==> src/hw/adc_link_pkg.sv <==
// shared constants and types for the sample output link and its capture controller
package adc_link_pkg;
  localparam int WORD_W         = 16;
  localparam int ANALOG_W       = 18;
  localparam int LATENCY        = 7;
  localparam int MCLK_PERIOD_NS = 100;
  localparam int LINK_PERIOD_NS = 800;

  localparam logic signed [ANALOG_W+1:0] FS_MAX = 20'sh07fff;
  localparam logic signed [ANALOG_W+1:0] FS_MIN = 20'shf8000;
  localparam logic [WORD_W-1:0] CLAMP_HI = 16'h7fff;
  localparam logic [WORD_W-1:0] CLAMP_LO = 16'h8000;

  // strap levels in order: ground, one third, two thirds, full supply
  typedef enum logic [1:0] {
    MODE_OFFSET_PLAIN,
    MODE_OFFSET_STAB,
    MODE_TWOS_STAB,
    MODE_TWOS_PLAIN
  } mode_strap_t;

  typedef enum logic [1:0] {
    SRC_STROBE_P,
    SRC_STROBE_N,
    SRC_SAMPLE_CLOCK,
    SRC_SPARE
  } capture_src_t;

  localparam int ADDR_W = 4;
  localparam logic [ADDR_W-1:0] REG_CTRL   = 4'h0;
  localparam logic [ADDR_W-1:0] REG_STATUS = 4'h4;
  localparam logic [ADDR_W-1:0] REG_MASK   = 4'h8;
  localparam logic [ADDR_W-1:0] REG_DATA   = 4'hc;

  localparam int CTRL_W           = 6;
  localparam int CTRL_CAPTURE_EN  = 0;
  localparam int CTRL_DESCRAMBLE  = 1;
  localparam int CTRL_SRC_LSB     = 2;
  localparam int CTRL_OUT_DISABLE = 4;
  localparam int CTRL_POWER_DOWN  = 5;
  localparam logic [CTRL_W-1:0] CTRL_RESET = 6'h00;

  localparam int ST_W       = 3;
  localparam int ST_SAMPLE  = 0;
  localparam int ST_RANGE   = 1;
  localparam int ST_OVERRUN = 2;
  localparam logic [ST_W-1:0] STATUS_RESET = 3'h0;
  localparam logic [ST_W-1:0] MASK_RESET   = 3'h0;
endpackage

==> src/hw/adc_link_if.sv <==
// pin-level carrier between the converter output end and the capture end
`timescale 1ns/1ps
interface adc_link_if;
  // sample clock pair, made by the bench
  logic        sample_clock_pos;
  logic        sample_clock_neg;
  // device drive side
  logic [15:0] word_drv;
  logic        flag_drv;
  logic        strobe_p_drv;
  logic        strobe_n_drv;
  logic        out_oe_n;
  // receiver control pins
  logic        output_drive_disable;
  logic        power_down_pin;
  // resolved wires; a released bus is modelled as pulled low
  logic [15:0] sample_word_bits;
  logic        range_exceed_flag;
  logic        valid_strobe_p;
  logic        valid_strobe_n;

  assign sample_word_bits  = out_oe_n ? 16'h0000 : word_drv;
  assign range_exceed_flag = out_oe_n ? 1'b0 : flag_drv;
  assign valid_strobe_p    = out_oe_n ? 1'b0 : strobe_p_drv;
  assign valid_strobe_n    = out_oe_n ? 1'b0 : strobe_n_drv;

  modport device (
    input  sample_clock_pos,
    input  sample_clock_neg,
    input  output_drive_disable,
    input  power_down_pin,
    output word_drv,
    output flag_drv,
    output strobe_p_drv,
    output strobe_n_drv,
    output out_oe_n
  );

  modport receiver (
    input  sample_clock_pos,
    input  sample_clock_neg,
    input  sample_word_bits,
    input  range_exceed_flag,
    input  valid_strobe_p,
    input  valid_strobe_n,
    output output_drive_disable,
    output power_down_pin
  );
endinterface

==> src/hw/adc_output_end.sv <==
// converter digital output end: quantiser model, latency pipeline, strobes and drivers
//
// Decided for this implementation: the address map and register access over Avalon-MM.
`timescale 1ns/1ps
module adc_output_end #(
  parameter int LATENCY = adc_link_pkg::LATENCY
) (
  // clock and reset
  input  wire logic                                mclk,
  input  wire logic                                rst_n,
  // link pins
  adc_link_if.device                               link,
  // analog input, already in lsb units at unity gain
  input  wire logic signed [adc_link_pkg::ANALOG_W-1:0] analog_level,
  // board straps
  input  wire logic [1:0]                          output_format_strap,
  input  wire logic                                noise_inject_enable,
  input  wire logic                                output_scramble_select,
  input  wire logic                                front_gain_select,
  // state seen by the board
  output logic                                     dither_active,
  output logic                                     stabilizer_active,
  output logic                                     twos_complement_active,
  output logic                                     gain_high_active,
  output logic                                     converting
);
  localparam int W = adc_link_pkg::WORD_W;

  if (LATENCY < 1) begin : g_bad_latency
    $error("latency must be at least one sample clock");
  end

  typedef logic [W:0] entry_t;

  function automatic logic mode_twos(input logic [1:0] code);
    adc_link_pkg::mode_strap_t m;
    m = adc_link_pkg::mode_strap_t'(code);
    return (m == adc_link_pkg::MODE_TWOS_STAB) || (m == adc_link_pkg::MODE_TWOS_PLAIN);
  endfunction

  function automatic logic mode_stab(input logic [1:0] code);
    adc_link_pkg::mode_strap_t m;
    m = adc_link_pkg::mode_strap_t'(code);
    return (m == adc_link_pkg::MODE_OFFSET_STAB) || (m == adc_link_pkg::MODE_TWOS_STAB);
  endfunction

  // one conversion: gain, clamp, format, scramble; flag in the top bit
  function automatic entry_t convert(
    input logic signed [adc_link_pkg::ANALOG_W-1:0] level,
    input logic                                     gain_high,
    input logic [1:0]                               mode,
    input logic                                     scramble
  );
    logic signed [adc_link_pkg::ANALOG_W+1:0] scaled;
    logic signed [adc_link_pkg::ANALOG_W+1:0] half;
    logic                                     over;
    logic [W-1:0]                             word;
    scaled = (adc_link_pkg::ANALOG_W+2)'(level);
    half   = scaled >>> 1;
    if (gain_high) begin
      scaled = scaled + half;
    end
    over = (scaled > adc_link_pkg::FS_MAX) || (scaled < adc_link_pkg::FS_MIN);
    if (!over) begin
      word = scaled[W-1:0];
    end else if (scaled < 0) begin
      word = adc_link_pkg::CLAMP_LO;
    end else begin
      word = adc_link_pkg::CLAMP_HI;
    end
    if (!mode_twos(mode)) begin
      word[W-1] = ~word[W-1];
    end
    if (scramble) begin
      word[W-1:1] = word[W-1:1] ^ {(W-1){word[0]}};
    end
    return {over, word};
  endfunction

  // synchronisers: stage one feeds stage two only
  logic [1:0] pos_meta;
  logic [1:0] neg_meta;
  logic [6:0] pin_meta;
  logic [6:0] pin_sync;
  logic       pos_s;
  logic       neg_s;

  always_ff @(posedge mclk or negedge rst_n) begin
    if (!rst_n) begin
      pos_meta <= 2'h0;
      neg_meta <= 2'h0;
      pin_meta <= 7'h00;
      pin_sync <= 7'h00;
    end else begin
      pos_meta <= {pos_meta[0], link.sample_clock_pos};
      neg_meta <= {neg_meta[0], link.sample_clock_neg};
      pin_meta <= {output_format_strap, noise_inject_enable, output_scramble_select,
                   front_gain_select, link.power_down_pin, link.output_drive_disable};
      pin_sync <= pin_meta;
    end
  end

  assign pos_s = pos_meta[1];
  assign neg_s = neg_meta[1];

  logic [1:0] mode_s;
  logic       noise_inject_enable_s;
  logic       scr_s;
  logic       gain_s;
  logic       pd_s;
  logic       oed_s;
  logic       enc_high;

  assign mode_s   = pin_sync[6:5];
  assign noise_inject_enable_s   = pin_sync[4];
  assign scr_s    = pin_sync[3];
  assign gain_s   = pin_sync[2];
  assign pd_s     = pin_sync[1];
  assign oed_s    = pin_sync[0];
  // differential compare of the clock pair
  assign enc_high = pos_s & ~neg_s;

  // main state
  entry_t     pipe [LATENCY];
  entry_t     next_pipe [LATENCY];
  logic       enc_prev;
  logic       next_enc_prev;
  logic [W-1:0] out_word;
  logic [W-1:0] next_out_word;
  logic       out_flag;
  logic       next_out_flag;
  logic       strobe_p;
  logic       next_strobe_p;
  logic       strobe_n;
  logic       next_strobe_n;
  logic       oe_n;
  logic       next_oe_n;
  logic [4:0] state_pins;
  logic [4:0] next_state_pins;
  logic       enc_rise;
  logic       enc_fall;

  assign enc_rise = enc_high & ~enc_prev;
  assign enc_fall = ~enc_high & enc_prev;

  always_comb begin
    for (int i = 0; i < LATENCY; i++) begin
      next_pipe[i] = pipe[i];
    end
    next_enc_prev = enc_high;
    next_out_word = out_word;
    next_out_flag = out_flag;
    next_strobe_p = strobe_p;
    next_strobe_n = strobe_n;
    // straps are sampled per conversion, so a change never tears a word in flight
    if (enc_rise && !pd_s) begin
      next_pipe[0] = convert(analog_level, gain_s, mode_s, scr_s);
      for (int i = 1; i < LATENCY; i++) begin
        next_pipe[i] = pipe[i-1];
      end
      next_out_word = pipe[LATENCY-1][W-1:0];
      next_out_flag = pipe[LATENCY-1][W];
      next_strobe_p = 1'b0;
      next_strobe_n = 1'b1;
    end
    // strobe edge lands mid period, half a cycle after the word settles
    if (enc_fall && !pd_s) begin
      next_strobe_p = 1'b1;
      next_strobe_n = 1'b0;
    end
    next_oe_n = pd_s | oed_s;
    next_state_pins = {noise_inject_enable_s, mode_stab(mode_s), mode_twos(mode_s), gain_s, ~pd_s};
  end

  always_ff @(posedge mclk or negedge rst_n) begin
    if (!rst_n) begin
      for (int i = 0; i < LATENCY; i++) begin
        pipe[i] <= '0;
      end
      enc_prev   <= 1'b0;
      out_word   <= 16'h0000;
      out_flag   <= 1'b0;
      strobe_p   <= 1'b0;
      strobe_n   <= 1'b1;
      oe_n       <= 1'b1;
      state_pins <= 5'h00;
    end else begin
      pipe       <= next_pipe;
      enc_prev   <= next_enc_prev;
      out_word   <= next_out_word;
      out_flag   <= next_out_flag;
      strobe_p   <= next_strobe_p;
      strobe_n   <= next_strobe_n;
      oe_n       <= next_oe_n;
      state_pins <= next_state_pins;
    end
  end

  assign link.word_drv      = out_word;
  assign link.flag_drv      = out_flag;
  assign link.strobe_p_drv  = strobe_p;
  assign link.strobe_n_drv  = strobe_n;
  assign link.out_oe_n      = oe_n;

  assign dither_active          = state_pins[4];
  assign stabilizer_active      = state_pins[3];
  assign twos_complement_active = state_pins[2];
  assign gain_high_active       = state_pins[1];
  assign converting             = state_pins[0];
endmodule

==> src/flat_wrapper.sv <==
// flat-port wrapper written by rule: the top's interface ports become plain ports
module adc_output_end_flat 
#(
  parameter int LATENCY = adc_link_pkg::LATENCY
)
  (mclk, rst_n, analog_level, output_format_strap, noise_inject_enable, output_scramble_select, front_gain_select, dither_active, stabilizer_active, twos_complement_active, gain_high_active, converting, link_sample_clock_pos, link_sample_clock_neg, link_output_drive_disable, link_power_down_pin, link_word_drv, link_flag_drv, link_strobe_p_drv, link_strobe_n_drv, link_out_oe_n);
  adc_link_if link_i ();
  input  wire logic mclk;
  input  wire logic rst_n;
  input  wire logic signed [adc_link_pkg::ANALOG_W-1:0] analog_level;
  input  wire logic [1:0] output_format_strap;
  input  wire logic noise_inject_enable;
  input  wire logic output_scramble_select;
  input  wire logic front_gain_select;
  output logic dither_active;
  output logic stabilizer_active;
  output logic twos_complement_active;
  output logic gain_high_active;
  output logic converting;
  input wire logic [$bits(link_i.sample_clock_pos)-1:0] link_sample_clock_pos;
  input wire logic [$bits(link_i.sample_clock_neg)-1:0] link_sample_clock_neg;
  input wire logic [$bits(link_i.output_drive_disable)-1:0] link_output_drive_disable;
  input wire logic [$bits(link_i.power_down_pin)-1:0] link_power_down_pin;
  output wire logic [$bits(link_i.word_drv)-1:0] link_word_drv;
  output wire logic [$bits(link_i.flag_drv)-1:0] link_flag_drv;
  output wire logic [$bits(link_i.strobe_p_drv)-1:0] link_strobe_p_drv;
  output wire logic [$bits(link_i.strobe_n_drv)-1:0] link_strobe_n_drv;
  output wire logic [$bits(link_i.out_oe_n)-1:0] link_out_oe_n;
  assign link_i.sample_clock_pos = link_sample_clock_pos;
  assign link_i.sample_clock_neg = link_sample_clock_neg;
  assign link_i.output_drive_disable = link_output_drive_disable;
  assign link_i.power_down_pin = link_power_down_pin;
  assign link_word_drv = link_i.word_drv;
  assign link_flag_drv = link_i.flag_drv;
  assign link_strobe_p_drv = link_i.strobe_p_drv;
  assign link_strobe_n_drv = link_i.strobe_n_drv;
  assign link_out_oe_n = link_i.out_oe_n;
  adc_output_end #(.LATENCY(LATENCY)) u_core (.mclk(mclk), .rst_n(rst_n), .link(link_i), .analog_level(analog_level), .output_format_strap(output_format_strap), .noise_inject_enable(noise_inject_enable), .output_scramble_select(output_scramble_select), .front_gain_select(front_gain_select), .dither_active(dither_active), .stabilizer_active(stabilizer_active), .twos_complement_active(twos_complement_active), .gain_high_active(gain_high_active), .converting(converting));
endmodule
==> config.mk <==
export PLATFORM = sky130hd
export DESIGN_NAME = adc_output_end_flat
export DESIGN_NICKNAME = d
export VERILOG_FILES = /design/src/hw/adc_link_pkg.sv /design/src/hw/adc_link_if.sv /design/src/hw/adc_output_end.sv /design/src/flat_wrapper.sv
export SDC_FILE = /design/constraint.sdc
export NUM_CORES = 1
export LEC_CHECK = 0
export CAP_MARGIN = 20
export CORE_UTILIZATION = 68
export CTS_CLUSTER_SIZE = 10
export DETAILED_ROUTE_END_ITERATION = 7
export DONT_BUFFER_PORTS = 1
export PLACE_DENSITY = 0.89
export SLEW_MARGIN = 25
export SYNTH_ARGS = -nofsm -noshare
export SYNTH_HDL_FRONTEND = slang
export SYNTH_SLANG_ARGS = --single-unit
==> constraint.sdc <==
create_clock -name mclk -period 5 [get_ports mclk]
set_input_delay 0.25 -clock mclk [delete_from_list [all_inputs] [get_ports mclk]]
set_output_delay 0.25 -clock mclk [all_outputs]
set_load 0.02 [all_outputs]
==> results of run 1 <==
stage by stage:
stage               util, %  worst slack (ns)
CTS                    78.0              2.13
finish                 78.0              2.08
floorplan                 -              2.11
detailed placement     71.0              1.60
global route           78.0              1.89
global placement       71.0              1.69
worst max-delay path, cell delays in order (launching register included):
cell       delay (ns)
dfrtp_1          0.34
inv_1            0.20
a211oi_1         0.36
o21a_1           0.18
a31oi_1          0.08
a2111oi_4        0.65
o21a_1           0.58
o211ai_1         0.15
a32o_1           0.26
power breakdown:
part,switching [mW],internal (mW),leakage [nW]
Clock,0.533,0.769,0.289
Sequential,0.188,1.59,2.10
Combinational,0.323,0.200,1.80
Total,1.04,2.56,4.19
placed cells by master (no fill, tap or decap), types with 4 or more instances in the layout:
| master | instances |
|---|---|
| o21a_1 | 4 |
| nand4_1 | 10 |
| a21oi_1 | 22 |
| dlygate4sd3_1 | 11 |
| clkbuf_8 | 5 |
| inv_1 | 10 |
| xnor2_1 | 9 |
| o211ai_1 | 13 |
| o21ai_0 | 15 |
| nand3_1 | 12 |
| ha_1 | 19 |
| nand2_1 | 389 |
| buf_4 | 4 |
| clkbuf_16 | 16 |
| mux2i_1 | 8 |
| nor2_1 | 23 |
| a31oi_1 | 5 |
| dfrtp_1 | 161 |
| nand4b_1 | 8 |
| a21o_1 | 7 |
| nand2b_1 | 4 |
metal layers:
metal | vias up | global-route usage [%] | routed length (µm)
li1 | 2653 | - | -
met1 | 2733 | 37.7 | 6510
met2 | 165 | 49.3 | 7840
met3 | 29 | 7.36 | 802
met4 | 0 | 9.92 | 299
met5 | - | 0 | 0
registers in the layout (all words and copies together), names as in the netlist, 2 cells and up:
| register | count |
|---|---|
| u_core.pin_meta | 7 |
| u_core.link.word_drv | 16 |
| u_core.pin_sync | 7 |
| u_core.neg_meta | 2 |
| u_core.pos_meta | 2 |
| u_core.state_pins | 5 |
| u_core.pipe | 119 |
what timing repair did:
item | in CTS | in global routing
endpoints found under the hold margin | 175 | 0
endpoints found under the setup margin | 0 | 0
gates resized for setup | 0 | 0
hold buffers | 12 | 0
cells in the mapped netlist, types with 3 or more instances:
master / n
a21oi_1: 22
nand4_1: 10
nor2_1: 24
a32o_1: 3
o21ai_1: 3
nand2_1: 389
ha_1: 19
o211ai_1: 13
nand2b_1: 4
or3_1: 3
mux2i_1: 8
inv_1: 10
o21a_1: 4
dfrtp_1: 161
clkbuf_1: 34
nand4b_1: 8
nand3_1: 12
a21o_1: 7
a31oi_1: 5
a211oi_1: 3
xnor2_1: 9
o21ai_0: 15
logic make-up after synthesis:
logic type | after synthesis | share of synthesized area, %
AO/OA/AOI/OAI | 92 | 9.08
XOR/XNOR | 10 | 1.19
adder cells (fa/ha/maj) | 20 | 3.51
buffers and inverters | 49 | 2.78
flip-flops | 163 | 55.6
multiplexers | 9 | 1.24
AND/OR/NAND/NOR | 469 | 26.6
final timing paths:
kind | from | to | slack (ns) | cells after the start
setup / recovery | u_core.pin_sync[2]$_DFF_PN0_ | u_core.pipe[111]$_DFFE_PN0P_ | 2.08 | 8
hold / removal | analog_level[17] | u_core.pipe[107]$_DFFE_PN0P_ | 0.02 | 3
setup reg to reg | u_core.pin_sync[2]$_DFF_PN0_ | u_core.pipe[111]$_DFFE_PN0P_ | 2.08 | 8
hold reg to reg | u_core.pos_meta[0]$_DFF_PN0_ | u_core.pos_meta[1]$_DFF_PN0_ | 0.35 | 0
max in group asynchronous | rst_n | u_core.pipe[79]$_DFFE_PN0P_ | 4.02 | 2
min in group asynchronous | rst_n | u_core.pipe[11]$_DFFE_PN0P_ | 0.36 | 2
layout make-up:
class                   instances  share of cell area [%]
flip-flops and latches        163                    50.2
clock inverters                10                    1.51
inverters                      10                   0.462
multi-input cells             600                    37.8
well taps                     136                    2.09
clock buffers                  22                    5.82
repair buffers                 16                    2.06
==> metrics, run 1 <==
Power Total around 3.6 mW; clock sink total around 160; Final setup viols 0; Non-Filler Instances 957; Yosys top cell area share 54.8%; count of antenna-violating nets left after detailed routing 0; Post-CTS Setup Repair Bufs 0; prevailing post-synth register cell dfrtp_1; Chip Width between 100 and 150 µm; port bufs 0; outcome finished clean; Max Cap Viol 0; Required @ worst endpoint around 5.4 ns; Max H-tree Level 4; Post-synth EDFFs 0; Skew-Pair Late Insertion Delay between 0.5 and 0.6 ns; gpl congestion about 0.9; Rel. slew slack approximately a third; Yosys reg bits 163; CP Capture Type register; Inst Count DP ~900; number of global-route vias before repair 5479; final hold slack between 0.015 and 0.02 ns; slew at the pin with the worst max-slew slack 0.974 ns; Arr. time, crit path roughly 3.4 ns; Vias approximately 5.6k; DP HPWL 9650 µm; post-route setup TNS 0 ns; area leader, netlist dfrtp_1; TritonCTS clock tree yes; critical path type register to register; ANT cells 0; Vias/cell roughly 6; global route overflow 0; Reg clk slew, reported paths ~0.070 ns; area of the multi-input gates between 0.003 and 0.004 mm²; # fillers 671; Final min period just under 3 ns; # rows 37; Storage cell area roughly 0.0041 mm²; Static Leak roughly 4.2 nW; clock buffer depth 2; DRC viols 0; Seq/Total Area, Yosys 55.6%; First-pass DRT Iterations 5; Post-Layout Inst Area 0.00813 mm²; wire length per cell approximately 16 µm; Setup crit start kind register; Setup Skew 0.0114 ns; first-pass GRT wire length approximately 25000 µm; clk root buf clkbuf_8; Syn Area/Cell 9.05 µm²; Initial Utilization a little over two thirds; top achievable clock speed roughly 340 MHz; nets@finish 857; die area 0.0112 mm²; Mapped Nets ~860; CTS buffer count 17; final hold viol count 0; Syn-to-layout area delta 10.6%; largest net degree at the start of global routing between 150 and 200; routed wire length around 15000 µm; VDD IR max about 0.00030 V; initial antenna violation count 0; Core ar. ~0.010 mm²; die height roughly 110 µm; Hold WC Path Type input pin to register; Period Utilization, post-route between 50% and 60%; Yosys warnings 0; CP Max Fanout 18; I/O pin count 54; Gate Count Post-Synth a little over 800; Final Max Slew Viols 0; overall routing resource usage about 30%; Post-DP Area about 0.0074 mm²; Distinct cells, synth 60; Post-Syn Area ~0.0073 mm²; Area contributors post-synth dfrtp_1, nand2_1, ha_1; Power Density about 440 mW/mm²; drt initial violations 570; fraction of layout instances using a drive strength above 1 7.31%; Synth async-reset ratio 100%; RSZ-0062 raised after global routing no
Power figures use the tool's default switching activity.
==> run 2, diff against run 1 <==
- ABC_AREA: default -> 1
- CORE_UTILIZATION: 68 -> 63
- PLACE_DENSITY: 0.89 -> 0.84
- clock period: 5 -> 3.05 ns (I/O delays scaled with it)
==> metrics, run 2 <==
die area around 0.012 mm²; prevailing post-synth register cell dfrtp_1; Yosys warnings 0; final hold slack -0.571 ns; Setup crit start kind input pin; gpl congestion 0.844; Max Cap Viol 0; Synth async-reset ratio 100%; Mapped Nets ~970; VDD IR max 0.000647 V; initial antenna violation count 0; TritonCTS clock tree yes; die height ~110 µm; Required @ worst endpoint between 3 and 4 ns; Final min period 2.01 ns; slew at the pin with the worst max-slew slack 0.767 ns; number of global-route vias before repair between 5k and 6k; wire length per cell 12.2 µm; Biggest register u_core.pipe; cell with the most instances after synthesis nand2_1; global route overflow 0; Syn-to-layout area delta 10.0%; CP Max Fanout 17; overall routing resource usage a little under a quarter; I/O pin count 54; Post-synth EDFFs 0; fraction of layout instances using a drive strength above 1 ~7.4%; port bufs 0; Static Leak ~4.5 nW; failing checks negative hold slack; commonest non-fill, non-tap cell in the layout nand2_1; CP Capture Type register; Inst Count DP slightly above 1k; RSZ-0062 raised after global routing no; Syn Area/Cell 8.15 µm²; nets@finish approximately 960; Vias/cell a little over 5; count of antenna-violating nets left after detailed routing 0; Gate Count Post-Synth between 900 and 1k; Core ar. ~0.011 mm²; Vias 5469; largest family of logic cells by synthesized area simple AND/OR/NAND/NOR gates; Synth Area in Simple Gates between 20 and 30%; Arr. time, crit path between 2 and 2.5 ns; area leader, netlist dfrtp_1; Rel. slew slack 48.8%; ANT cells 0; Final setup viols 0; Non-Filler Instances about 1.1k; critical path type input pin to register; Initial Utilization between 60% and 70%; # fillers between 800 and 900; top achievable clock speed 498 MHz; xor/xnor cell area share of the yosys netlist less than 1%; Chip Width between 100 and 150 µm; most frequent cells in the layout nand2_1, dfrtp_1, inv_1; Yosys top cell area share a little over half; Area contributors post-synth dfrtp_1, nand2_1, inv_1; Power Density about 700 mW/mm²; CTS buffer count 17; drt initial violations between 400 and 500; outcome finished, violations left; Reg clk slew, reported paths approximately 0.06 ns; Final Max Slew Viols 0; Seq/Total Area, Yosys 54.7%; Setup Skew around 0.0083 ns; Period Utilization, post-route about two thirds; Max H-tree Level 4; largest net degree at the start of global routing about 160; Synth Area in Compound Gates approximately 4.9%; PnR worst setup slack between 1 and 1.5 ns; DP HPWL a little under 8000 µm; post-route setup TNS 0 ns; clock sink total between 150 and 200; pre-CTS setup slack around 0.64 ns; first-pass GRT wire length about 23000 µm; # rows 39; Yosys reg bits about 160; Post-Synth Adder-Cell Area 3.45%; number of flip-flops in the largest register 119; Hold WC Path Type input pin to asynchronous set/reset pin; Post-Syn Area ~0.0075 mm²; top cells by count, synth nand2_1, dfrtp_1, inv_1; mux cell area share after synthesis 0%; Post-Layout Inst Area just over 0.008 mm²; hold buffers post-CTS 10; clk root buf clkbuf_16; First-pass DRT Iterations 5; final hold viol count between 150 and 200; Skew-Pair Late Insertion Delay about 0.42 ns; routed wire length ~13000 µm; DRC viols 0; clock buffer depth 2; Distinct cells, synth 33; Post-DP Area 0.00750 mm²
==> run 2: cell count changes after synthesis, moves of 8 or more <==
cell,change
inv_1,+63
nand2_1,+60
nand3_1,+29
o21ai_0,+29
nand2_2,+18
o211ai_1,-13
nand4_1,-10
clkbuf_1,-8
mux2i_1,-8
nand4b_1,-8
nor2_1,-8
==> run 2: timing repair <==
| item | in CTS | in global routing |
|---|---|---|
| endpoints found under the setup margin | 0 | 0 |
| hold endpoints to repair | 173 | 163 |
| setup buffers | 0 | 0 |
| gates resized for setup | 0 | 0 |
==> run 2: path summary, 6_finish.rpt <==
check	cells after the start	slack, ns	start	to
min	0	-0.57	rst_n	u_core.pipe[9]$_DFFE_PN0P_
max reg2reg	7	1.16	u_core.neg_meta[1]$_DFF_PN0_	u_core.pipe[9]$_DFFE_PN0P_
max in group asynchronous	0	3.35	rst_n	u_core.link.out_oe_n$_DFF_PN1_
min reg2reg	0	0.35	u_core.pin_meta[4]$_DFF_PN0_	u_core.pin_sync[4]$_DFF_PN0_
min in group mclk	4	0.05	analog_level[17]	u_core.pipe[117]$_DFFE_PN0P_
max	19	1.04	analog_level[0]	u_core.pipe[103]$_DFFE_PN0P_
==> run 2: cell type report <==
class | instances | area [µm²] | share of cell area [%]
clock buffer | 20 | 447 | 5.44
clock inverter | 11 | 156 | 1.90
inverter | 75 | 287 | 3.49
multi-input combinational | 639 | 2920 | 35.5
sequential | 163 | 4080 | 49.7
tap | 143 | 179 | 2.18
timing repair buffer | 14 | 143 | 1.74
==> run 2: cell families after synthesis <==
logic type / Yosys count
and+or+nand+nor: 542
DFF: 163
buffers and inverters: 114
AOI/OAI and AO/OA: 70
adders and majority gates: 20
xor gates and xnor gates: 7
==> run 2: routing by layer <==
layer,share of wire [%],vias to the layer above,GRT usage [%]
met1,46,2548,30.3
met4,1.4,0,7.47
met2,49,95,38.3
met5,0,-,0
met3,3.5,17,6.01
li1,-,2809,-
==> run 2: power breakdown <==
part | internal (mW) | switching [mW] | leakage (nW)
sequential | 2.63 | 0.294 | 2.08
clock | 1.31 | 0.816 | 0.282
combinational | 0.313 | 0.497 | 2.09
total | 4.25 | 1.61 | 4.45
==> run 2: through the flow <==
stage	power [mW]	utilization [%]
after floorplan	3.56	-
after global placement	3.68	65.4
after detailed placement	3.74	65.4
after CTS	5.91	71.6
after global routing	6.17	71.6
final	5.85	71.6
==> run 2: worst max-delay path: stages <==
cell and delay (ns):
ha_1 0.22, fa_1 0.40, nand3_1 0.10, nand2_1 0.09, nand2_1 0.09, nand2_2 0.08, nand2_1 0.09, nand2_1 0.05
nand2_1 0.05, nand3_1 0.06, nand2_1 0.09, nand3_2 0.09, nand2_4 0.16, nand2_4 0.09, nand2_8 0.13, nand2_8 0.13
nand2_1 0.12, nand3_1 0.07, nand2_1 0.09
==> run 3, diff against run 2 <==
- clock period: 3.05 -> 1.92 ns (I/O delays scaled with it)
==> metrics, run 3 (synthesized netlist as in run 2, its figures left out) <==
outcome finished, violations left; failing checks negative hold slack; drt initial violations 357; wire length per cell around 12 µm; DRC viols 0; Reg clk slew, reported paths about 0.06 ns; clock buffer depth 2; # rows 39; most frequent cells in the layout nand2_1, dfrtp_1, inv_1; Storage cell area between 0.004 and 0.005 mm²; clock sink total approximately 160; Max Cap Viol 0; final hold slack -0.628 ns; nets@finish approximately 1000; Final Max Slew Viols 0; Setup crit start kind input pin; Core ar. 0.0115 mm²; I/O pin count 54; pre-CTS setup slack -0.193 ns; # fillers between 800 and 900; critical path type input pin to register; Hold WC Path Type input pin to asynchronous set/reset pin; Skew-Pair Late Insertion Delay ~0.41 ns; commonest non-fill, non-tap cell in the layout nand2_1; clk root buf clkbuf_16; fin util 74.3%; Initial Utilization ~65%; Power Total approximately 9.2 mW; CP Max Fanout 18; Period Utilization, post-route roughly 90%; post-route setup TNS 0 ns; die height around 110 µm; first-pass GRT wire length 23700 µm; CTS buffer count 17; Max H-tree Level 4; Post-DP Area 0.00786 mm²; routed wire length ~14000 µm; TritonCTS clock tree yes; Required @ worst endpoint around 2.3 ns; area of the multi-input gates slightly below 0.003 mm²; Vias/cell between 5 and 6; port bufs 0; Post-CTS Setup Repair Bufs 0; Setup Skew a little under 0.006 ns; slew at the pin with the worst max-slew slack slightly above 0.7 ns; hold buffers post-CTS 10; Vias about 5.7k; Final setup viols 0; top achievable clock speed about 580 MHz; Rel. slew slack 51.9%; fraction of layout instances using a drive strength above 1 about 11%; Post-Layout Inst Area roughly 0.0085 mm²; initial antenna violation count 0; Chip Width 111 µm; die area around 0.012 mm²; gpl congestion roughly 0.85; Arr. time, crit path slightly above 2 ns; count of antenna-violating nets left after detailed routing 0; VDD IR max slightly below 0.0008 V; DP HPWL about 8500 µm; Inst Count DP approximately 1.1k; global route overflow 0; CP Capture Type register; overall routing resource usage 23.8%; largest net degree at the start of global routing between 150 and 200; PnR worst setup slack around 0.20 ns; Static Leak 4.64 nW; Non-Filler Instances about 1.1k; final hold viol count ~160; number of global-route vias before repair approximately 5.5k; Power Density between 1000 and 1500 mW/mm²; Syn-to-layout area delta 14.3%; ANT cells 0; Final min period between 1.5 and 2 ns; Biggest register u_core.pipe; RSZ-0062 raised after global routing no; number of flip-flops in the largest register 119; First-pass DRT Iterations 5
## run 3: timing repair
action                                  4_1_cts  5_1_grt
hold endpoints to repair                    174      163
endpoints found under the setup margin        0        5
gates resized for setup                       0        2
## run 3: final timing paths
path                                              start                          endpoint  slack [ns]  cells after the start
max in group asynchronous                         rst_n    u_core.link.out_oe_n$_DFF_PN1_        2.32                      0
hold / removal                                    rst_n  u_core.link.flag_drv$_DFFE_PN0P_       -0.63                      0
hold reg to reg            u_core.pin_meta[1]$_DFF_PN0_      u_core.pin_sync[1]$_DFF_PN0_        0.35                      0
setup reg to reg           u_core.pin_sync[2]$_DFF_PN0_      u_core.pipe[113]$_DFFE_PN0P_        0.27                      9
setup / recovery                       analog_level[12]      u_core.pipe[113]$_DFFE_PN0P_        0.20                     17
min in group mclk                      analog_level[17]      u_core.pipe[118]$_DFFE_PN0P_        0.12                      4
## run 3: cell type report
| class | count | area share [%] |
|---|---|---|
| Sequential cell | 163 | 47.9 |
| Timing Repair Buffer | 52 | 5.61 |
| Multi-Input combinational cell | 640 | 34.6 |
| Clock inverter | 4 | 0.602 |
| Clock buffer | 28 | 5.83 |
| Inverter | 75 | 3.33 |
| Tap cell | 143 | 2.10 |
## run 3: routing by layer
metal / vias to the layer above / share of wire, % / global-route usage [%]
met4: 0 / 2.3 / 8.98
met5: - / 0 / 0
met3: 31 / 4.0 / 5.85
met1: 2632 / 44 / 30.0
met2: 117 / 50 / 39.8
li1: 2891 / - / -
## run 3: critical path, stage by stage
cell	delay, ns
ha_1	0.34
nand2_2	0.11
inv_1	0.06
nand2_1	0.07
nor3_2	0.23
nand3_1	0.10
nand3_1	0.09
nand2_1	0.09
nand2_2	0.10
nand3_2	0.09
nand2_4	0.11
nand2_4	0.07
nand2_8	0.15
nand2_4	0.13
nand2_2	0.10
nand3_1	0.07
nand2_1	0.07
## run 3: where the power goes
group          internal (mW)  switching, mW  leakage [nW]
Clock                   1.89           1.22         0.263
Combinational          0.602          0.826          2.30
Sequential              4.17          0.479          2.08
